### config.mk
export PLATFORM = sky130hd
export DESIGN_NAME = ext_bus_port
export DESIGN_NICKNAME = d
export VERILOG_FILES = /design/src/ext_bus_pkg.sv /design/src/ext_bus_port.sv /design/src/pin_sync.sv
export SDC_FILE = /design/constraint.sdc
export NUM_CORES = 1
export LEC_CHECK = 0
export BUFFER_PORTS_ARGS = -buffer_cell sky130_fd_sc_hd__buf_2
export CAP_MARGIN = 5
export CORE_ASPECT_RATIO = 1.25
export CORE_UTILIZATION = 50
export DETAILED_ROUTE_END_ITERATION = 8
export PLACE_DENSITY_LB_ADDON = 0.3
export SYNTH_ARGS = -nofsm -noshare
export SYNTH_HDL_FRONTEND = slang
export SYNTH_SLANG_ARGS = --single-unit
### constraint.sdc
create_clock -name core_clk_i -period 3.4 [get_ports core_clk_i]
set_clock_uncertainty 0.2 [all_clocks]
set_input_delay 0.51 -clock core_clk_i [delete_from_list [all_inputs] [get_ports core_clk_i]]
set_output_delay 0.51 -clock core_clk_i [all_outputs]
set_load 0.02 [all_outputs]
### src/ext_bus_pkg.sv
// How it works
// The low address byte sits on the shared lane in period one and data in periods two to four.
// In eight-bit mode a word moves as two byte cycles over the shared lane, low byte first.
// Three unshared address outputs give peripherals a range of at most eight bytes.
// The unshared address outputs float during bus hold or reset.
// The shared address/data lane floats during bus hold or reset.
// The latch strobe pulses while the address is on the lane, and the address holds at its falling edge; the port changes the lane on the same clock edge.
// The latch strobe floats with a weak low during hold, and a software-enabled weak pulldown acts during reset.
// The read strobe asserts for reads only after the lane has been released.
// The read strobe floats during bus hold.
// The write strobe marks data to be written and floats during bus hold or reset.
// The external I/O space is six regions of 256 bytes each.
// A peripheral captures the low address at the latch strobe's falling edge and keeps it for the cycle.
// Each region select asserts with the address on the lane and covers 256 bytes.
package ext_bus_pkg;
    localparam int DATA_W = 8;
    localparam int LOW_ADDR_W = 3;
    localparam int IO_ADDR_W = 16;
    localparam int REGION_COUNT = 6;
    localparam int REGION_BITS = 8;
    localparam logic [IO_ADDR_W-1:0] REGION_BASE_RESET = 16'h0000;
    localparam int SYNC_STAGES = 3;
    typedef enum logic [1:0] {T1, T2, T3, T4} period_t;
endpackage : ext_bus_pkg

### src/ext_bus_port.sv
// External bus port: four-period cycles on a shared byte lane.
module ext_bus_port
#(
    parameter int N_REGIONS = ext_bus_pkg::REGION_COUNT
)
(
    input wire logic core_clk_i,
    input wire logic resetn_i,
    input wire logic clk_en_i,
    input wire logic hold_req_i,
    input wire logic pulldown_en_i,
    input wire logic req_valid_i,
    input wire logic req_write_i,
    input wire logic req_word_i,
    input wire logic req_io_i,
    input wire logic [ext_bus_pkg::IO_ADDR_W-1:0] req_addr_i,
    input wire logic [15:0] req_wdata_i,
    input wire logic [ext_bus_pkg::IO_ADDR_W-1:0] region_base_i,
    output logic req_ready_o,
    output logic resp_valid_o,
    output logic [15:0] resp_rdata_o,
    output logic hold_ack_o,
    input wire logic [ext_bus_pkg::DATA_W-1:0] ad_i,
    output logic [ext_bus_pkg::DATA_W-1:0] ad_o,
    output logic ad_oe_o,
    output logic [ext_bus_pkg::LOW_ADDR_W-1:0] addr_o,
    output logic addr_oe_o,
    output logic addr_latch_o,
    output logic addr_latch_oe_o,
    output logic addr_latch_pulldown_o,
    output logic rd_n_o,
    output logic rd_oe_o,
    output logic wr_n_o,
    output logic wr_oe_o,
    output logic [N_REGIONS-1:0] periph_region_select_n_o
);
    import ext_bus_pkg::*;

    // The region index is three bits wide and the I/O space holds six regions, so no more.
    if (N_REGIONS < 1 || N_REGIONS > REGION_COUNT)
    begin : g_bad_regions
        $error("N_REGIONS out of range");
    end

    logic hold_sync;
    logic busy;
    logic second_byte;
    logic holding;
    period_t period;
    logic is_write;
    logic is_word;
    logic is_io;
    logic [IO_ADDR_W-1:0] addr;
    logic [15:0] wdata;
    logic [7:0] low_rdata;

    // The hold request comes from a pin, so it is synchronised first.
    pin_sync u_hold_sync
    (
        .core_clk_i(core_clk_i),
        .resetn_i(resetn_i),
        .clk_en_i(clk_en_i),
        .pin_i(hold_req_i),
        .level_o(hold_sync)
    );

    // Decode: request take, the end of an access and the start of every T1.
    wire start = !busy && !holding && !hold_sync && req_valid_i;
    wire last_byte = !is_word || second_byte;
    wire end_of_access = busy && period == T4 && last_byte;
    wire enter_t1 = start || (busy && period == T4 && !last_byte);
    wire next_holding = hold_sync && (!busy || end_of_access);

    // The high byte of a word lives at the next byte address, so its T1 shows addr + 1.
    wire [IO_ADDR_W-1:0] high_byte_addr = addr + {{(IO_ADDR_W-1){1'b0}}, 1'b1};
    wire [IO_ADDR_W-1:0] cycle_addr = start ? req_addr_i : high_byte_addr;
    wire [7:0] out_byte = second_byte ? wdata[15:8] : wdata[7:0];

    // Regions are decoded from the request itself at take time, so a select falls in T1
    // together with the address instead of one period behind it.
    wire [IO_ADDR_W-1:0] dec_addr = start ? req_addr_i : addr;
    wire dec_io = start ? req_io_i : is_io;
    wire [IO_ADDR_W-1:0] region_off = dec_addr - region_base_i;
    wire in_io_space = region_off < IO_ADDR_W'(N_REGIONS << REGION_BITS);
    wire [2:0] region_idx = 3'(region_off >> REGION_BITS);
    wire [N_REGIONS-1:0] region_hit;

    // One select per region, each covering 256 bytes of I/O space.
    genvar g;
    generate
        for (g = 0; g < N_REGIONS; g++)
        begin : g_region
            assign region_hit[g] = dec_io && in_io_space && region_idx == 3'(g);
        end
    endgenerate

    // Cycle sequencing: T1 through T4, a word in eight-bit mode takes two cycles.
    always_ff @(posedge core_clk_i or negedge resetn_i)
    begin
        if (!resetn_i)
        begin
            busy <= 1'b0;
            second_byte <= 1'b0;
            holding <= 1'b0;
            period <= T1;
            is_write <= 1'b0;
            is_word <= 1'b0;
            is_io <= 1'b0;
            addr <= REGION_BASE_RESET;
            wdata <= 16'h0000;
            low_rdata <= 8'h00;
        end
        else if (clk_en_i)
        begin
            holding <= holding ? hold_sync : next_holding;
            if (start)
            begin
                busy <= 1'b1;
                second_byte <= 1'b0;
                period <= T1;
                is_write <= req_write_i;
                is_word <= req_word_i;
                is_io <= req_io_i;
                addr <= req_addr_i;
                wdata <= req_wdata_i;
            end
            else if (busy)
            begin
                period <= period_t'(period + 2'd1);
                if (period == T4 && !second_byte && !is_write)
                    low_rdata <= ad_i;
                if (period == T4)
                begin
                    second_byte <= !last_byte;
                    busy <= !last_byte;
                end
            end
        end
    end

    // Output enables follow the hold state, so every pin with an enable floats from the edge hold is granted.
    always_ff @(posedge core_clk_i or negedge resetn_i)
    begin
        if (!resetn_i)
        begin
            addr_oe_o <= 1'b0;
            addr_latch_oe_o <= 1'b0;
            rd_oe_o <= 1'b1;
            wr_oe_o <= 1'b0;
            hold_ack_o <= 1'b0;
            req_ready_o <= 1'b0;
        end
        else if (clk_en_i)
        begin
            addr_latch_oe_o <= !next_holding;
            addr_oe_o <= !next_holding;
            rd_oe_o <= !next_holding;
            wr_oe_o <= !next_holding;
            hold_ack_o <= next_holding;
            req_ready_o <= !busy && !start && !next_holding;
        end
    end

    // The weak pull on the latch strobe follows the software enable while reset is low, so
    // this flop has no reset of its own; reset is read as a level, and a release close to
    // the edge only shifts the hand-over to the hold pull by one cycle.
    always_ff @(posedge core_clk_i)
    begin
        if (clk_en_i)
            addr_latch_pulldown_o <= resetn_i ? next_holding : pulldown_en_i;
    end

    // Lane, unshared address and strobes: T1 drives the address, T2 to T4 carry data.
    // Reads leave the lane floating from T2, and the read strobe waits one more period.
    always_ff @(posedge core_clk_i or negedge resetn_i)
    begin
        if (!resetn_i)
        begin
            ad_o <= 8'h00;
            ad_oe_o <= 1'b0;
            addr_o <= 3'h0;
            addr_latch_o <= 1'b0;
            rd_n_o <= 1'b1;
            wr_n_o <= 1'b1;
        end
        else if (clk_en_i)
        begin
            addr_latch_o <= 1'b0;
            ad_oe_o <= 1'b0;
            rd_n_o <= 1'b1;
            wr_n_o <= 1'b1;
            if (enter_t1)
            begin
                ad_o <= cycle_addr[7:0];
                ad_oe_o <= 1'b1;
                addr_latch_o <= 1'b1;
                addr_o <= cycle_addr[LOW_ADDR_W-1:0];
            end
            else if (busy && period != T4)
            begin
                ad_o <= out_byte;
                ad_oe_o <= is_write;
                rd_n_o <= is_write || period == T1;
                wr_n_o <= !is_write || period == T3;
            end
        end
    end

    // Region selects fall with the address in T1 and stay low to the end of the last T4.
    always_ff @(posedge core_clk_i or negedge resetn_i)
    begin
        if (!resetn_i)
            periph_region_select_n_o <= '1;
        else if (clk_en_i)
        begin
            if (enter_t1)
                periph_region_select_n_o <= ~region_hit;
            else if (end_of_access)
                periph_region_select_n_o <= '1;
        end
    end

    // Completion: one pulse after the last T4, with the byte or word read from the lane.
    always_ff @(posedge core_clk_i or negedge resetn_i)
    begin
        if (!resetn_i)
        begin
            resp_valid_o <= 1'b0;
            resp_rdata_o <= 16'h0000;
        end
        else if (clk_en_i)
        begin
            resp_valid_o <= end_of_access;
            if (end_of_access)
                resp_rdata_o <= is_write ? 16'h0000 :
                    (is_word ? {ad_i, low_rdata} : {8'h00, ad_i});
        end
    end
endmodule : ext_bus_port

### src/pin_sync.sv
// Three-stage synchroniser; a change counts once stages one and two agree.
module pin_sync
(
    input wire logic core_clk_i,
    input wire logic resetn_i,
    input wire logic clk_en_i,
    input wire logic pin_i,
    output logic level_o
);
    import ext_bus_pkg::*;
    logic [SYNC_STAGES-1:0] stage;

    // Stage zero feeds only stage one, so a metastable value never reaches logic.
    always_ff @(posedge core_clk_i or negedge resetn_i)
    begin
        if (!resetn_i)
        begin
            stage <= '0;
            level_o <= 1'b0;
        end
        else if (clk_en_i)
        begin
            stage <= {stage[SYNC_STAGES-2:0], pin_i};
            if (stage[1] == stage[2])
                level_o <= stage[2];
        end
    end
endmodule : pin_sync
# Word-level counts from Yosys, hierarchy flattened
# Cells that the tools add are included.
# word_totals
inputBits	65
wordCells	116
reg_bits	95
out_inout_bits	45
# op_classes
addsub	3
n_mux	27
magnitude_cmp	1
bitwise	2
eq_ne	9
reduce_logical	48
# op_table
cell	n
two-way mux 16 bit	3
two-way mux 8 bit	4
logical AND 1 bit	19
< comparator 16 x 11 -> 1 bit, second input constant	1
two-way mux 1 bit	16
subtractor 16 bit	1
AND reduction 2 bit	7
two-way mux 6 bit	2
zero test 1 bit	9
adder 8 x 1 -> 8 bit, second input constant	1
nonzero test 2 bit	4
equality test 3 x 2 -> 1 bit, second input constant	2
equality test 3 bit, second input constant	2
NOT 6 bit	1
logical OR 1 bit	5
equality test 2 bit, second input constant	2
two-way mux 2 bit	2
AND reduction 4 bit	1
equality test 3 x 1 -> 1 bit, second input constant	1
zero test 3 bit	1
AND reduction 3 bit	1
adder 2 x 1 -> 2 bit, second input constant	1
zero test 2 bit	1
inequality test 2 bit, second input constant	1
2 further kinds	2

# Longest topological paths before layout
# Gate-level depths: netlist (run 1).
# logic_depth
ltp_word	11
ltp_mapped	15
ltp_nobuf	11

# By module
# A second synthesis (run 1) with hierarchy kept.
# unflattened
cells_unflattened	518
hier_area_um2	5157.4
# by_module_without_submodules
mod	instances	area_each_um2	cells_each	seq_area_each_um2
ext_bus_port	1	5002.3	506	2293.4
pin_sync	1	155.1	12	100.1

# Worst setup path before layout (run 1)
# Ideal clock, no wire load.
# synth_path
kind	register to register
start	register busy
end	register periph_region_select_n_o[3]
setup_time_ns	0.077
setup_slack_ns	-0.217
arrival_ns	3.340
required_ns	3.123
synth_period_minus_slack_ns	3.617
path_buffers	4
path_stages_with_launch	16
path_cell_list	dfrtp_1 -> buf_2 -> nor4b_4 -> clkbuf_1 -> buf_1 -> nand2_1 -> nand2_1 -> ha_1 -> clkbuf_1 -> a21o_1 -> o21bai_1 -> a221o_1 -> a21oi_2 -> nor2_1 -> o311a_1 -> a31oi_1
# synth_via
elab_chain_len	11
elab_cells_between_ends	19
cone_classes	1 x add/sub; 1 x order compare; 1 x eq/ne; 3 x mux; 1 x bitwise; 12 x reduce/logical
# synth_rtl
item	line_no	text
start: declaration	ext_bus_port.sv:46	logic busy;
start signal: assignment	ext_bus_port.sv:135	busy <= !last_byte;
zero test 1 bit *	ext_bus_port.sv:68	wire start = !busy && !holding && !hold_sync && req_valid_i;
logical AND 1 bit * (3 in a row)	ext_bus_port.sv:68	
two-way mux 16 bit *	ext_bus_port.sv:81	wire [IO_ADDR_W-1:0] dec_addr = start ? req_addr_i : addr;
via dec_addr[10]	ext_bus_port.sv:81	
subtractor 16 bit *	ext_bus_port.sv:83	wire [IO_ADDR_W-1:0] region_off = dec_addr - region_base_i;
< comparator 16 x 11 -> 1 bit	ext_bus_port.sv:84	wire in_io_space = region_off < IO_ADDR_W'(N_REGIONS << REGION_BITS);
logical AND 1 bit	ext_bus_port.sv:93	assign region_hit[g] = dec_io && in_io_space && region_idx == 3'(g);
logical AND 1 bit *	ext_bus_port.sv:93	
NOT 6 bit *	ext_bus_port.sv:217	periph_region_select_n_o <= ~region_hit;
two-way mux 6 bit *	ext_bus_port.sv:216	if (enter_t1)
end signal: assignment	ext_bus_port.sv:217	
end: declaration	ext_bus_port.sv:35	output logic [N_REGIONS-1:0] periph_region_select_n_o
# The timed path passes the listed nets; every way through them passes the cells marked *.
# A chain may end at the register's enable or synchronous reset.

# Final worst setup path (run 1)
# layout_path
start	register holding
end	register periph_region_select_n_o[3]
# layout_via
elab_chain_len	11
elab_cells_between_ends	16
cone_classes	1 x add/sub; 1 x order compare; 1 x eq/ne; 3 x mux; 1 x bitwise; 9 x reduce/logical
# layout_rtl
item	line_no	text
start: declaration	ext_bus_port.sv:48	logic holding;
start signal: assignment	ext_bus_port.sv:115	holding <= holding ? hold_sync : next_holding;
zero test 1 bit	ext_bus_port.sv:68	
logical AND 1 bit (3 in a row)	ext_bus_port.sv:68	
two-way mux 16 bit	ext_bus_port.sv:81	
via dec_addr[11]	ext_bus_port.sv:81	
subtractor 16 bit	ext_bus_port.sv:83	
< comparator 16 x 11 -> 1 bit	ext_bus_port.sv:84	
logical AND 1 bit (2 in a row)	ext_bus_port.sv:93	
NOT 6 bit	ext_bus_port.sv:217	
two-way mux 6 bit	ext_bus_port.sv:216	
# The timed path passes the listed nets, and every way through them passes these cells.

==> flow_metrics.tcl, run 1 <==
set metrics [dict create \
    status "completed" \
    drt_iter0_drc 282 \
    drv_cap 0 \
    ys.flop_type "dfrtp_1" \
    yosysUniqueCellTypes 65 \
    die_x_um 94.9 \
    hp-class "in -> reg" \
    via_count 4782 \
    cts.sinks 95 \
    critPathLaunchType "flop" \
    final_hold_viol_count 0 \
    grt_overflow 0 \
    r2r_cells 16 \
    route.detailed.drc 0 \
    htree_levels 3 \
    worst_pin_slew_ps 586 \
    core-area_mm2 0.0106 \
    track_usage_pct 27.0 \
    start_util_pct 51.1 \
    yosys_warnings 0 \
    path_max_fanout 6 \
    rows 42 \
    synth.cell_area_mm2 0.00540 \
    grt_pass1_vias 4798 \
    fmax_mhz 297 \
    r2r_end "periph_region_select_n_o[3]" \
    critical_path.startpoint "holding" \
    nets 791 \
    slew_viol_final 0 \
    die_h_um 118 \
    antenna_found_initial 0 \
    ir_drop_mv 0.494 \
    rrSetupSlack_ps 30 \
    hpwlAfterDp_mm 10.8 \
    drt_first_pass_iters 5 \
    fin_ws_ps 27.7 \
    grt_max_degree 41 \
    post-place-ws_ps -334 \
    finalSetupViolations 0 \
    synth_nets 638 \
    crit_type "reg -> reg" \
    whs_ps 193 \
    synth.yosys.seq_area_share_pct 44.4 \
    required_ps 3470 \
    cts_root_buffer "clkbuf_16" \
    synth_area_per_cell_um2 9.72 \
    endpoint "periph_region_select_n_o[3]" \
    grt_first_pass_wirelength_mm 23.2 \
    ys_seq_elements 95 \
    io_pins 110 \
    p_leak_nw 3.36 \
    synth_cells 555 \
    clk_pin_slew_worst_paths_ps 70 \
    synth-edff-count 1 \
    final_antenna_net_count 0 \
    final_layout_size_suffix_gt1_share_pct 42.1 \
    tritoncts "yes" \
    antenna_cells 0 \
    numCtsBuffers 9 \
    clk_path_buf_depth 2 \
    finalCritPeriodShare_pct 99.2 \
    r2r-start "holding" \
    wire_per_inst_um 17.9 \
    syn2layout_area_growth_pct 32.4 \
    wirelength_mm 15.2 \
    critPathCaptureType "flop" \
    async_reset_ff_share_pct 98.9 \
    hp-start "req_wdata_i[1]" \
    p_total_w 0.00694 \
    die-area_mm2 0.0112 \
    worstSkewPairLatency_ps 340 \
    p_per_area_mw_per_mm2 971 \
    worstPathArrival_ps 3440 \
    viasPerCell 5.66 \
    port_buffers 109 \
    fin_crit_ps 3370 \
    slew_headroom_pct 60.8 \
    gp_congestion 0.960 \
]
## cells in the mapped netlist, types with 3 or more instances
| cell type | instances | area [um^2] |
|---|---|---|
| a31oi_1 | 7 | 43.8 |
| nor4_1 | 3 | 18.8 |
| nand2_1 | 103 | 387 |
| dfstp_2 | 9 | 236 |
| clkbuf_1 | 23 | 86.3 |
| o31ai_1 | 8 | 60.1 |
| nor3_1 | 4 | 20.0 |
| o211ai_1 | 5 | 37.5 |
| nor2_1 | 30 | 113 |
| inv_1 | 26 | 97.6 |
| dfrtp_1 | 85 | 2130 |
| nand2b_1 | 7 | 43.8 |
| xor2_1 | 6 | 52.6 |
| a21oi_1 | 35 | 175 |
| xnor2_1 | 7 | 61.3 |
| a21boi_0 | 3 | 22.5 |
| o21a_1 | 4 | 30.0 |
| nand3_1 | 7 | 35.0 |
| mux2_2 | 48 | 541 |
| ha_1 | 18 | 225 |
| a22oi_1 | 3 | 22.5 |
| and3_1 | 4 | 25.0 |
| buf_1 | 3 | 11.3 |
| mux2i_1 | 18 | 180 |
| o21ai_0 | 33 | 165 |
| a21o_1 | 6 | 45.0 |
| nand4_1 | 5 | 31.3 |
## registers in the layout, summed over array words and instances (netlist names), 3 cells and up
register / flops
periph_region_select_n_o: 6
addr_o: 3
wdata: 16
resp_rdata_o: 16
ad_o: 8
u_hold_sync.stage: 3
addr: 16
low_rdata: 8
## routing by layer
layer  GRT usage [%]  vias to the layer above  wire length, um
li1                -                     2255                -
met1            32.8                     2343             6060
met2            46.5                      149             7850
met3            4.83                       35              810
met4            10.8                        0              438
met5               0                        -                0
## where the power goes
part / switching, W / internal (W) / leakage (nW)
Combinational: 0.00209 / 0.00181 / 2.05
Clock: 0.000460 / 0.000619 / 0.158
Sequential: 0.000352 / 0.00161 / 1.16
Total: 0.00290 / 0.00404 / 3.36
## worst min-delay path by stage
stage / endpoint / depth (start not counted)
final: wdata[1] / 2
after global routing: wdata[11] / 2
after CTS: u_hold_sync.stage[0] / 2
after detailed placement: resp_rdata_o[3] / 2
after global placement: resp_rdata_o[2] / 2
after floorplan: ad_o[0] / 0
## metrics by stage
| step | cells | utilization, % | area [um^2] | TNS [ps] |
|---|---|---|---|---|
| 5_1_grt | 845 | 67.6 | 7140 | -349 |
| 6_report | 845 | 67.6 | 7140 | 0 |
| 4_1_cts | 837 | 64.2 | 6780 | 0 |
| 2_1_floorplan | 555 | - | 5410 | 0 |
| 3_5_place_dp | 817 | 60.4 | 6380 | -1890 |
| 3_3_place_gp | 817 | 60.4 | 6380 | -1750 |
## what timing repair did
| action | in CTS | in global routing |
|---|---|---|
| gates resized for setup | 5 | 51 |
| endpoints found under the hold margin | 25 | 0 |
| hold buffers | 1 | 0 |
| cloned | 2 | 2 |
| endpoints found under the setup margin | 6 | 6 |
| buffers inserted | 1 | 6 |
| pin swaps | 2 | 13 |
## cells in the final DEF (no fill, tap or decap), types with 5 or more instances in the layout
master,netlist,routed
buf_2,2,108
nand2_1,103,99
dfrtp_1,85,83
buf_4,2,59
mux2_2,48,48
o21ai_0,33,31
inv_1,26,26
a21oi_1,35,25
nor2_1,30,24
mux2i_1,18,18
clkbuf_16,0,10
ha_1,18,9
ha_4,0,9
dfstp_2,9,9
a21oi_2,1,8
o31ai_1,8,8
nand2b_1,7,7
nand3_1,7,7
xnor2_1,7,7
xor2_1,6,6
a21o_1,6,6
nand4_1,5,5
nor2_2,0,5
o211ai_1,5,5
## logic make-up after synthesis
kind of cell | after synthesis | share of synthesized area, %
AO/OA/AOI/OAI | 125 | 15.3
AND/OR/NAND/NOR | 179 | 15.8
flip-flops | 95 | 44.4
buffers and inverters | 58 | 4.50
adder cells (fa/ha/maj) | 18 | 4.17
multiplexers | 67 | 13.8
XOR/XNOR | 13 | 2.11
## worst max-delay path: stages, from the launching register on
cell	delay, ps
dfrtp_2	450
buf_4	160
nor4b_4	280
buf_4	160
buf_12	110
buf_4	110
nand2_1	40
nand2_1	110
ha_4	230
nand2_2	100
buf_4	120
a21oi_1	40
a221oi_1	320
a21boi_2	250
mux2i_1	240
o311a_4	290
a31oi_2	100
## layout make-up
type	count	area, um^2
Inverter	26	97.6
Fill cell	855	3420
Timing Repair Buffer	172	1080
Tap cell	132	165
Clock inverter	5	63.8
Sequential cell	95	2400
Clock buffer	11	253
Multi-Input combinational cell	404	3090
Note: power is estimated with default switching activity, not from simulation.
==> run 2: changes to the inputs <==
--- a/config.mk
+++ b/config.mk
@@ -8,7 +8,7 @@
 export BUFFER_PORTS_ARGS = -buffer_cell sky130_fd_sc_hd__buf_2
 export CAP_MARGIN = 5
 export CORE_ASPECT_RATIO = 1.25
-export CORE_UTILIZATION = 50
+export CORE_UTILIZATION = 39
 export DETAILED_ROUTE_END_ITERATION = 8
 export PLACE_DENSITY_LB_ADDON = 0.3
 export SYNTH_ARGS = -nofsm -noshare
==> flow_metrics.tcl, run 2 (synthesis results as in run 1) <==
set metrics [dict create \
    status "completed" \
    port_buffers 109 \
    finalSetupTns_ps 0 \
    tritoncts "yes" \
    crit_family "compound AO/OA/AOI/OAI gates" \
    fin_crit_ps 3310 \
    slowest_delay_ps 590 \
    cts_root_buffer "clkbuf_16" \
    cts.sinks 95 \
    slew_headroom_pct 56.0 \
    wl_met3_um 712 \
    worstPathArrival_ps 3380 \
    place_inst 851 \
    slowest_stage "or4b_4" \
    core-area_mm2 0.0133 \
    crit_path_frequent_cell "nand2_2" \
    final_cell_mix "buf_2, nand2_1, dfrtp_1, buf_4, mux2_2" \
    grt_pass1_vias 4612 \
    via_count 4658 \
    top_layer "met4" \
    stdcell_area_mm2 0.00712 \
    r2r_end "periph_region_select_n_o[3]" \
    crit_type "reg -> reg" \
    final_antenna_net_count 0 \
    ir_drop_mv 0.436 \
    wirelength_mm 14.9 \
    path_depth 12 \
    r2r_cells 12 \
    clk_path_buf_depth 2 \
    rsz0062_at_grt "true" \
    final_hold_viol_count 0 \
    drv_cap 0 \
    gp_congestion 0.922 \
    viasPerCell 5.27 \
    nets 791 \
    clk_pin_slew_worst_paths_ps 80 \
    die_x_um 107 \
    path_max_fanout 6 \
    largestRegisters "addr (16), resp_rdata_o (16), wdata (16)" \
    slew_viol_final 0 \
    wl_met1_mm 6.06 \
    start_util_pct 40.4 \
    syn2layout_area_growth_pct 31.9 \
    hpwlAfterDp_mm 10.6 \
    worstPathCellList "buf_4 > or4b_4 > nand2_2 > nand2_2 > ha_4 > a21o_1 > o21bai_1 > a221o_1 > a21oi_2 > mux2i_1 > o311a_4 > a31oi_1" \
    r2r-start "holding" \
    p_leak_nw 3.34 \
    route.detailed.drc 0 \
    crit_buf_inv 1 \
    drt_first_pass_iters 4 \
    finalCritPeriodShare_pct 97.4 \
    antenna_cells 0 \
    wl_met2_mm 7.83 \
    final_layout_size_suffix_gt1_share_pct 42.4 \
    required_ps 3470 \
    numCtsBuffers 9 \
    antenna_found_initial 0 \
    drt_iter0_drc 269 \
    dpl-instance-area_mm2 0.00639 \
    grt_first_pass_wirelength_mm 23.4 \
    fillCellCount 1225 \
    grt_max_degree 36 \
    endpoint "periph_region_select_n_o[3]" \
    htree_levels 3 \
    final_cells 884 \
    worst_pin_slew_ps 659 \
    fin_ws_ps 89.3 \
    io_pins 110 \
    critPathLaunchType "flop" \
    finalSetupViolations 0 \
    grt_overflow 0 \
    rrSetupSlack_ps 90 \
    p_per_area_mw_per_mm2 953 \
    critPathCaptureType "flop" \
    fmax_mhz 302 \
    hp-class "in -> reg" \
    die_h_um 134 \
    worstSkewPairLatency_ps 350 \
    critical_path.startpoint "holding" \
    post-place-ws_ps -251 \
    final_common_cell "buf_2" \
    wire_per_inst_um 16.9 \
    track_usage_pct 21.1 \
    die-area_mm2 0.0143 \
    rows 47 \
]
## run 2: cell types whose count changed in the layout (fill, tap and decap cells not counted), moves of 2 or more
| cell | before | now |
|---|---|---|
| clkbuf_8 | 2 | 0 |
| nor2_1 | 24 | 27 |
| a21oi_2 | 8 | 10 |
| nand2_1 | 99 | 93 |
| nand2_2 | 4 | 10 |
| nor2_2 | 5 | 3 |
| a21oi_4 | 3 | 1 |
| a31oi_2 | 2 | 0 |
| a31oi_1 | 4 | 6 |
| buf_6 | 1 | 3 |
## run 2: worst reg2reg max path, cell delays in order, from the launching register on
cell and delay, ps:
dfrtp_1 400, buf_4 150, or4b_4 590, nand2_2 90, nand2_2 60, ha_4 230
a21o_1 210, o21bai_1 160, a221o_1 280, a21oi_2 190, mux2i_1 120, o311a_4 380
a31oi_1 190
## run 2: worst min-delay path by stage
stage,cells after the start,start,end,slack (ps)
after floorplan,0,resetn_i,ad_o[0],10
after detailed placement,2,ad_o[3],ad_o[3],270
after CTS,2,req_wdata_i[5],wdata[5],180
final,2,hold_req_i,u_hold_sync.stage[0],190
after global placement,2,resp_rdata_o[1],resp_rdata_o[1],260
after global routing,2,hold_req_i,u_hold_sync.stage[0],190
## run 2: what timing repair did
action,CTS,global route
endpoints found under the hold margin,28,0
hold buffers,1,0
gates cloned,1,0
setup endpoints to repair,6,6
buffers inserted,1,14
pin swaps,1,16
gates resized for setup,5,51
## run 2: area by class of cell
cell class                 instances  area (um^2)  share of cell area, %
inverter                          26         97.6                   1.37
sequential                        95         2390                   33.6
timing repair buffer             173         1060                   14.9
tap                              171          214                   3.01
multi-input combinational        403         3040                   42.7
clock inverter                     7         81.3                   1.14
clock buffer                       9          225                   3.16
## run 2: report_power, final
group / internal, W / switching [W]
Combinational: 0.00176 / 0.00199
Sequential: 0.00161 / 0.000370
Clock: 0.000531 / 0.000524
## run 2: through the flow
stage | utilization (%) | hold slack, ps | power (W)
2_1_floorplan | - | 14.4 | 0.00413
3_5_place_dp | 47.9 | 265 | 0.00525
3_3_place_gp | 47.9 | 257 | 0.00517
4_1_cts | 50.5 | 185 | 0.00638
5_1_grt | 53.3 | 187 | 0.00725
6_report | 53.3 | 187 | 0.00678
## run 2: metal layers
metal / up-vias / GRT usage [%]
met2: 122 / 37.2
met4: 0 / 7.15
met5: - / 0
li1: 2249 / -
met1: 2269 / 26.1
met3: 18 / 3.47
==> run 3: changes to the inputs <==
--- a/config.mk
+++ b/config.mk
@@ -13,4 +13,5 @@
 export PLACE_DENSITY_LB_ADDON = 0.3
 export SYNTH_ARGS = -nofsm -noshare
 export SYNTH_HDL_FRONTEND = slang
+export SYNTH_HIERARCHICAL = 1
 export SYNTH_SLANG_ARGS = --single-unit
==> flow_metrics.tcl, run 3 <==
set metrics [dict create \
    grt_pass1_vias 4488 \
    synth_cells 518 \
    synth.cell_area_mm2 0.00516 \
    route.detailed.drc 0 \
    final_hold_viol_count 0 \
    tritoncts "yes" \
    ys_top_cells_by_count "nand2_1, dfrtp_1, mux2_2, o21ai_0, a21oi_1" \
    slew_headroom_pct 53.3 \
    regArea_mm2 0.00239 \
    die_x_um 105 \
    place_inst 803 \
    viasPerCell 5.13 \
    yosysUniqueCellTypes 57 \
    crit_type "reg -> reg" \
    hpwlAfterDp_mm 9.84 \
    cts.sinks 95 \
    post-place-ws_ps -303 \
    drv_cap 0 \
    ir_drop_mv 0.375 \
    wirelength_mm 13.6 \
    wire_per_inst_um 16.2 \
    synth.yosys.seq_area_share_pct 46.4 \
    io_pins 110 \
    final_util_pct 53.2 \
    start_util_pct 40.4 \
    fin_ws_ps -137 \
    status "complete, but fails checks" \
    gp_congestion 0.907 \
    numCtsBuffers 9 \
    path_max_fanout 7 \
    ys.flop_type "dfrtp_1" \
    final_layout_size_suffix_gt1_share_pct 42.2 \
    syn2layout_area_growth_pct 31.8 \
    drt_first_pass_iters 4 \
    hp-class "in -> async" \
    antenna_cells 0 \
    rsz0062_at_grt "true" \
    ys_seq_elements 95 \
    synth_area_leaders "dfrtp_1, mux2_2, nand2_1" \
    final_antenna_net_count 0 \
    synth_most_common_cell "nand2_1" \
    p_leak_nw 3.20 \
    p_per_area_mw_per_mm2 937 \
    drt_iter0_drc 256 \
    critPathLaunchType "flop" \
    track_usage_pct 20.6 \
    fin_crit_ps 3540 \
    via_count 4292 \
    die-area_mm2 0.0137 \
    multi_input_area_mm2 0.00284 \
    dpl-instance-area_mm2 0.00618 \
    netlist.area_leader.share_pct 41.2 \
    slowest_stage "or4b_4" \
    synth_nets 601 \
    critPathCaptureType "flop" \
    grt_first_pass_wirelength_mm 22.2 \
    worstSkewPairLatency_ps 340 \
    antenna_found_initial 0 \
    async_reset_ff_share_pct 98.9 \
    htree_levels 3 \
    yosys.area.top_type "dfrtp_1" \
    rows 46 \
    violations "negative setup slack" \
    core-area_mm2 0.0128 \
    largestRegisters "addr (16), resp_rdata_o (16), wdata (16)" \
    postCtsHoldBufs 0 \
    final_cells 837 \
    finalCritPeriodShare_pct 104 \
    synth_area_per_cell_um2 9.96 \
    stdcell_area_mm2 0.00680 \
    cts_root_buffer "clkbuf_16" \
    yosys_warnings 6 \
    grt_max_degree 56 \
    worstPathCellList "buf_6 > or4b_4 > nand2_2 > nand2_2 > ha_4 > a21oi_1 > o21ai_1 > a41o_1 > nor3_2 > mux2_4 > nor4_4 > buf_4 > a41oi_1" \
    slowest_delay_ps 610 \
    crit_buf_inv 2 \
    port_buffers 109 \
    final_common_cell "buf_2" \
    fmax_mhz 283 \
    crit_family "simple AND/OR/NAND/NOR gates" \
    whs_ps 23.5 \
    worstPathArrival_ps 3570 \
    finalSetupViolations 6 \
    clk_path_buf_depth 2 \
    crit_path_frequent_cell "nand2_2" \
    nets 747 \
    synth-edff-count 1 \
    fillCellCount 1191 \
    grt_overflow 0 \
    clk_pin_slew_worst_paths_ps 70 \
    final_cell_mix "buf_2, nand2_1, dfrtp_1, mux2_2, buf_4" \
    required_ps 3440 \
    worst_pin_slew_ps 700 \
    slew_viol_final 0 \
    die_h_um 131 \
]
## run 3: metal layers
| metal | vias to the layer above | share of wire (%) | global-route usage [%] |
|---|---|---|---|
| met4 | 0 | 1.7 | 7.79 |
| met2 | 90 | 51 | 37.6 |
| met3 | 18 | 4.3 | 4.17 |
| met5 | - | 0 | 0 |
| li1 | 2105 | - | - |
| met1 | 2079 | 43 | 24.1 |
## run 3: where the power goes
group / internal, W / switching [W] / total [W]
clock network: 0.000580 / 0.000454 / 0.00103
registers: 0.00163 / 0.000342 / 0.00197
logic: 0.00155 / 0.00182 / 0.00336
total: 0.00375 / 0.00261 / 0.00637
## run 3: logic make-up (layout without fill, tap and decap cells)
| logic type | after synthesis | after routing | synth area share, % |
|---|---|---|---|
| AO/OA/AOI/OAI | 110 | 110 | 13.6 |
| flip-flops | 95 | 95 | 46.4 |
| buffers and inverters | 50 | 200 | 3.91 |
| multiplexers | 64 | 64 | 13.6 |
| adder cells (fa/ha/maj) | 18 | 18 | 4.37 |
| AND/OR/NAND/NOR | 165 | 166 | 15.3 |
| XOR/XNOR | 16 | 16 | 2.72 |
## run 3: cell type report
cell class,instances,share of cell area [%]
Multi-Input combinational cell,374,41.7
Clock buffer,9,3.31
Sequential cell,95,35.2
Timing Repair Buffer,159,14.0
Tap cell,168,3.09
Inverter,25,1.38
Clock inverter,7,1.20
## run 3: worst paths after layout
path,from,endpoint,slack [ps],cells after the start
setup / recovery,holding,periph_region_select_n_o[2],-140,13
hold / removal,resetn_i,addr[14],20,1
setup reg to reg,holding,periph_region_select_n_o[2],-140,13
hold reg to reg,ad_o[1],ad_o[1],270,1
max in group asynchronous,resetn_i,wdata[12],2140,2
min in group core_clk_i,req_wdata_i[10],wdata[10],200,2
## run 3: repair_timing
| item | CTS | global route |
|---|---|---|
| setup buffers | 12 | 5 |
| endpoints found under the setup margin | 6 | 6 |
| resized for setup | 20 | 15 |
| gates cloned | 1 | 0 |
| pin swaps | 4 | 4 |
## run 3: per-stage QoR
stage	power [W]	TNS [ps]
finish	0.00637	-626
global route	0.00683	-1180
CTS	0.00625	-37.7
detailed placement	0.00500	-1670
global placement	0.00490	-930
floorplan	0.00405	-68.1
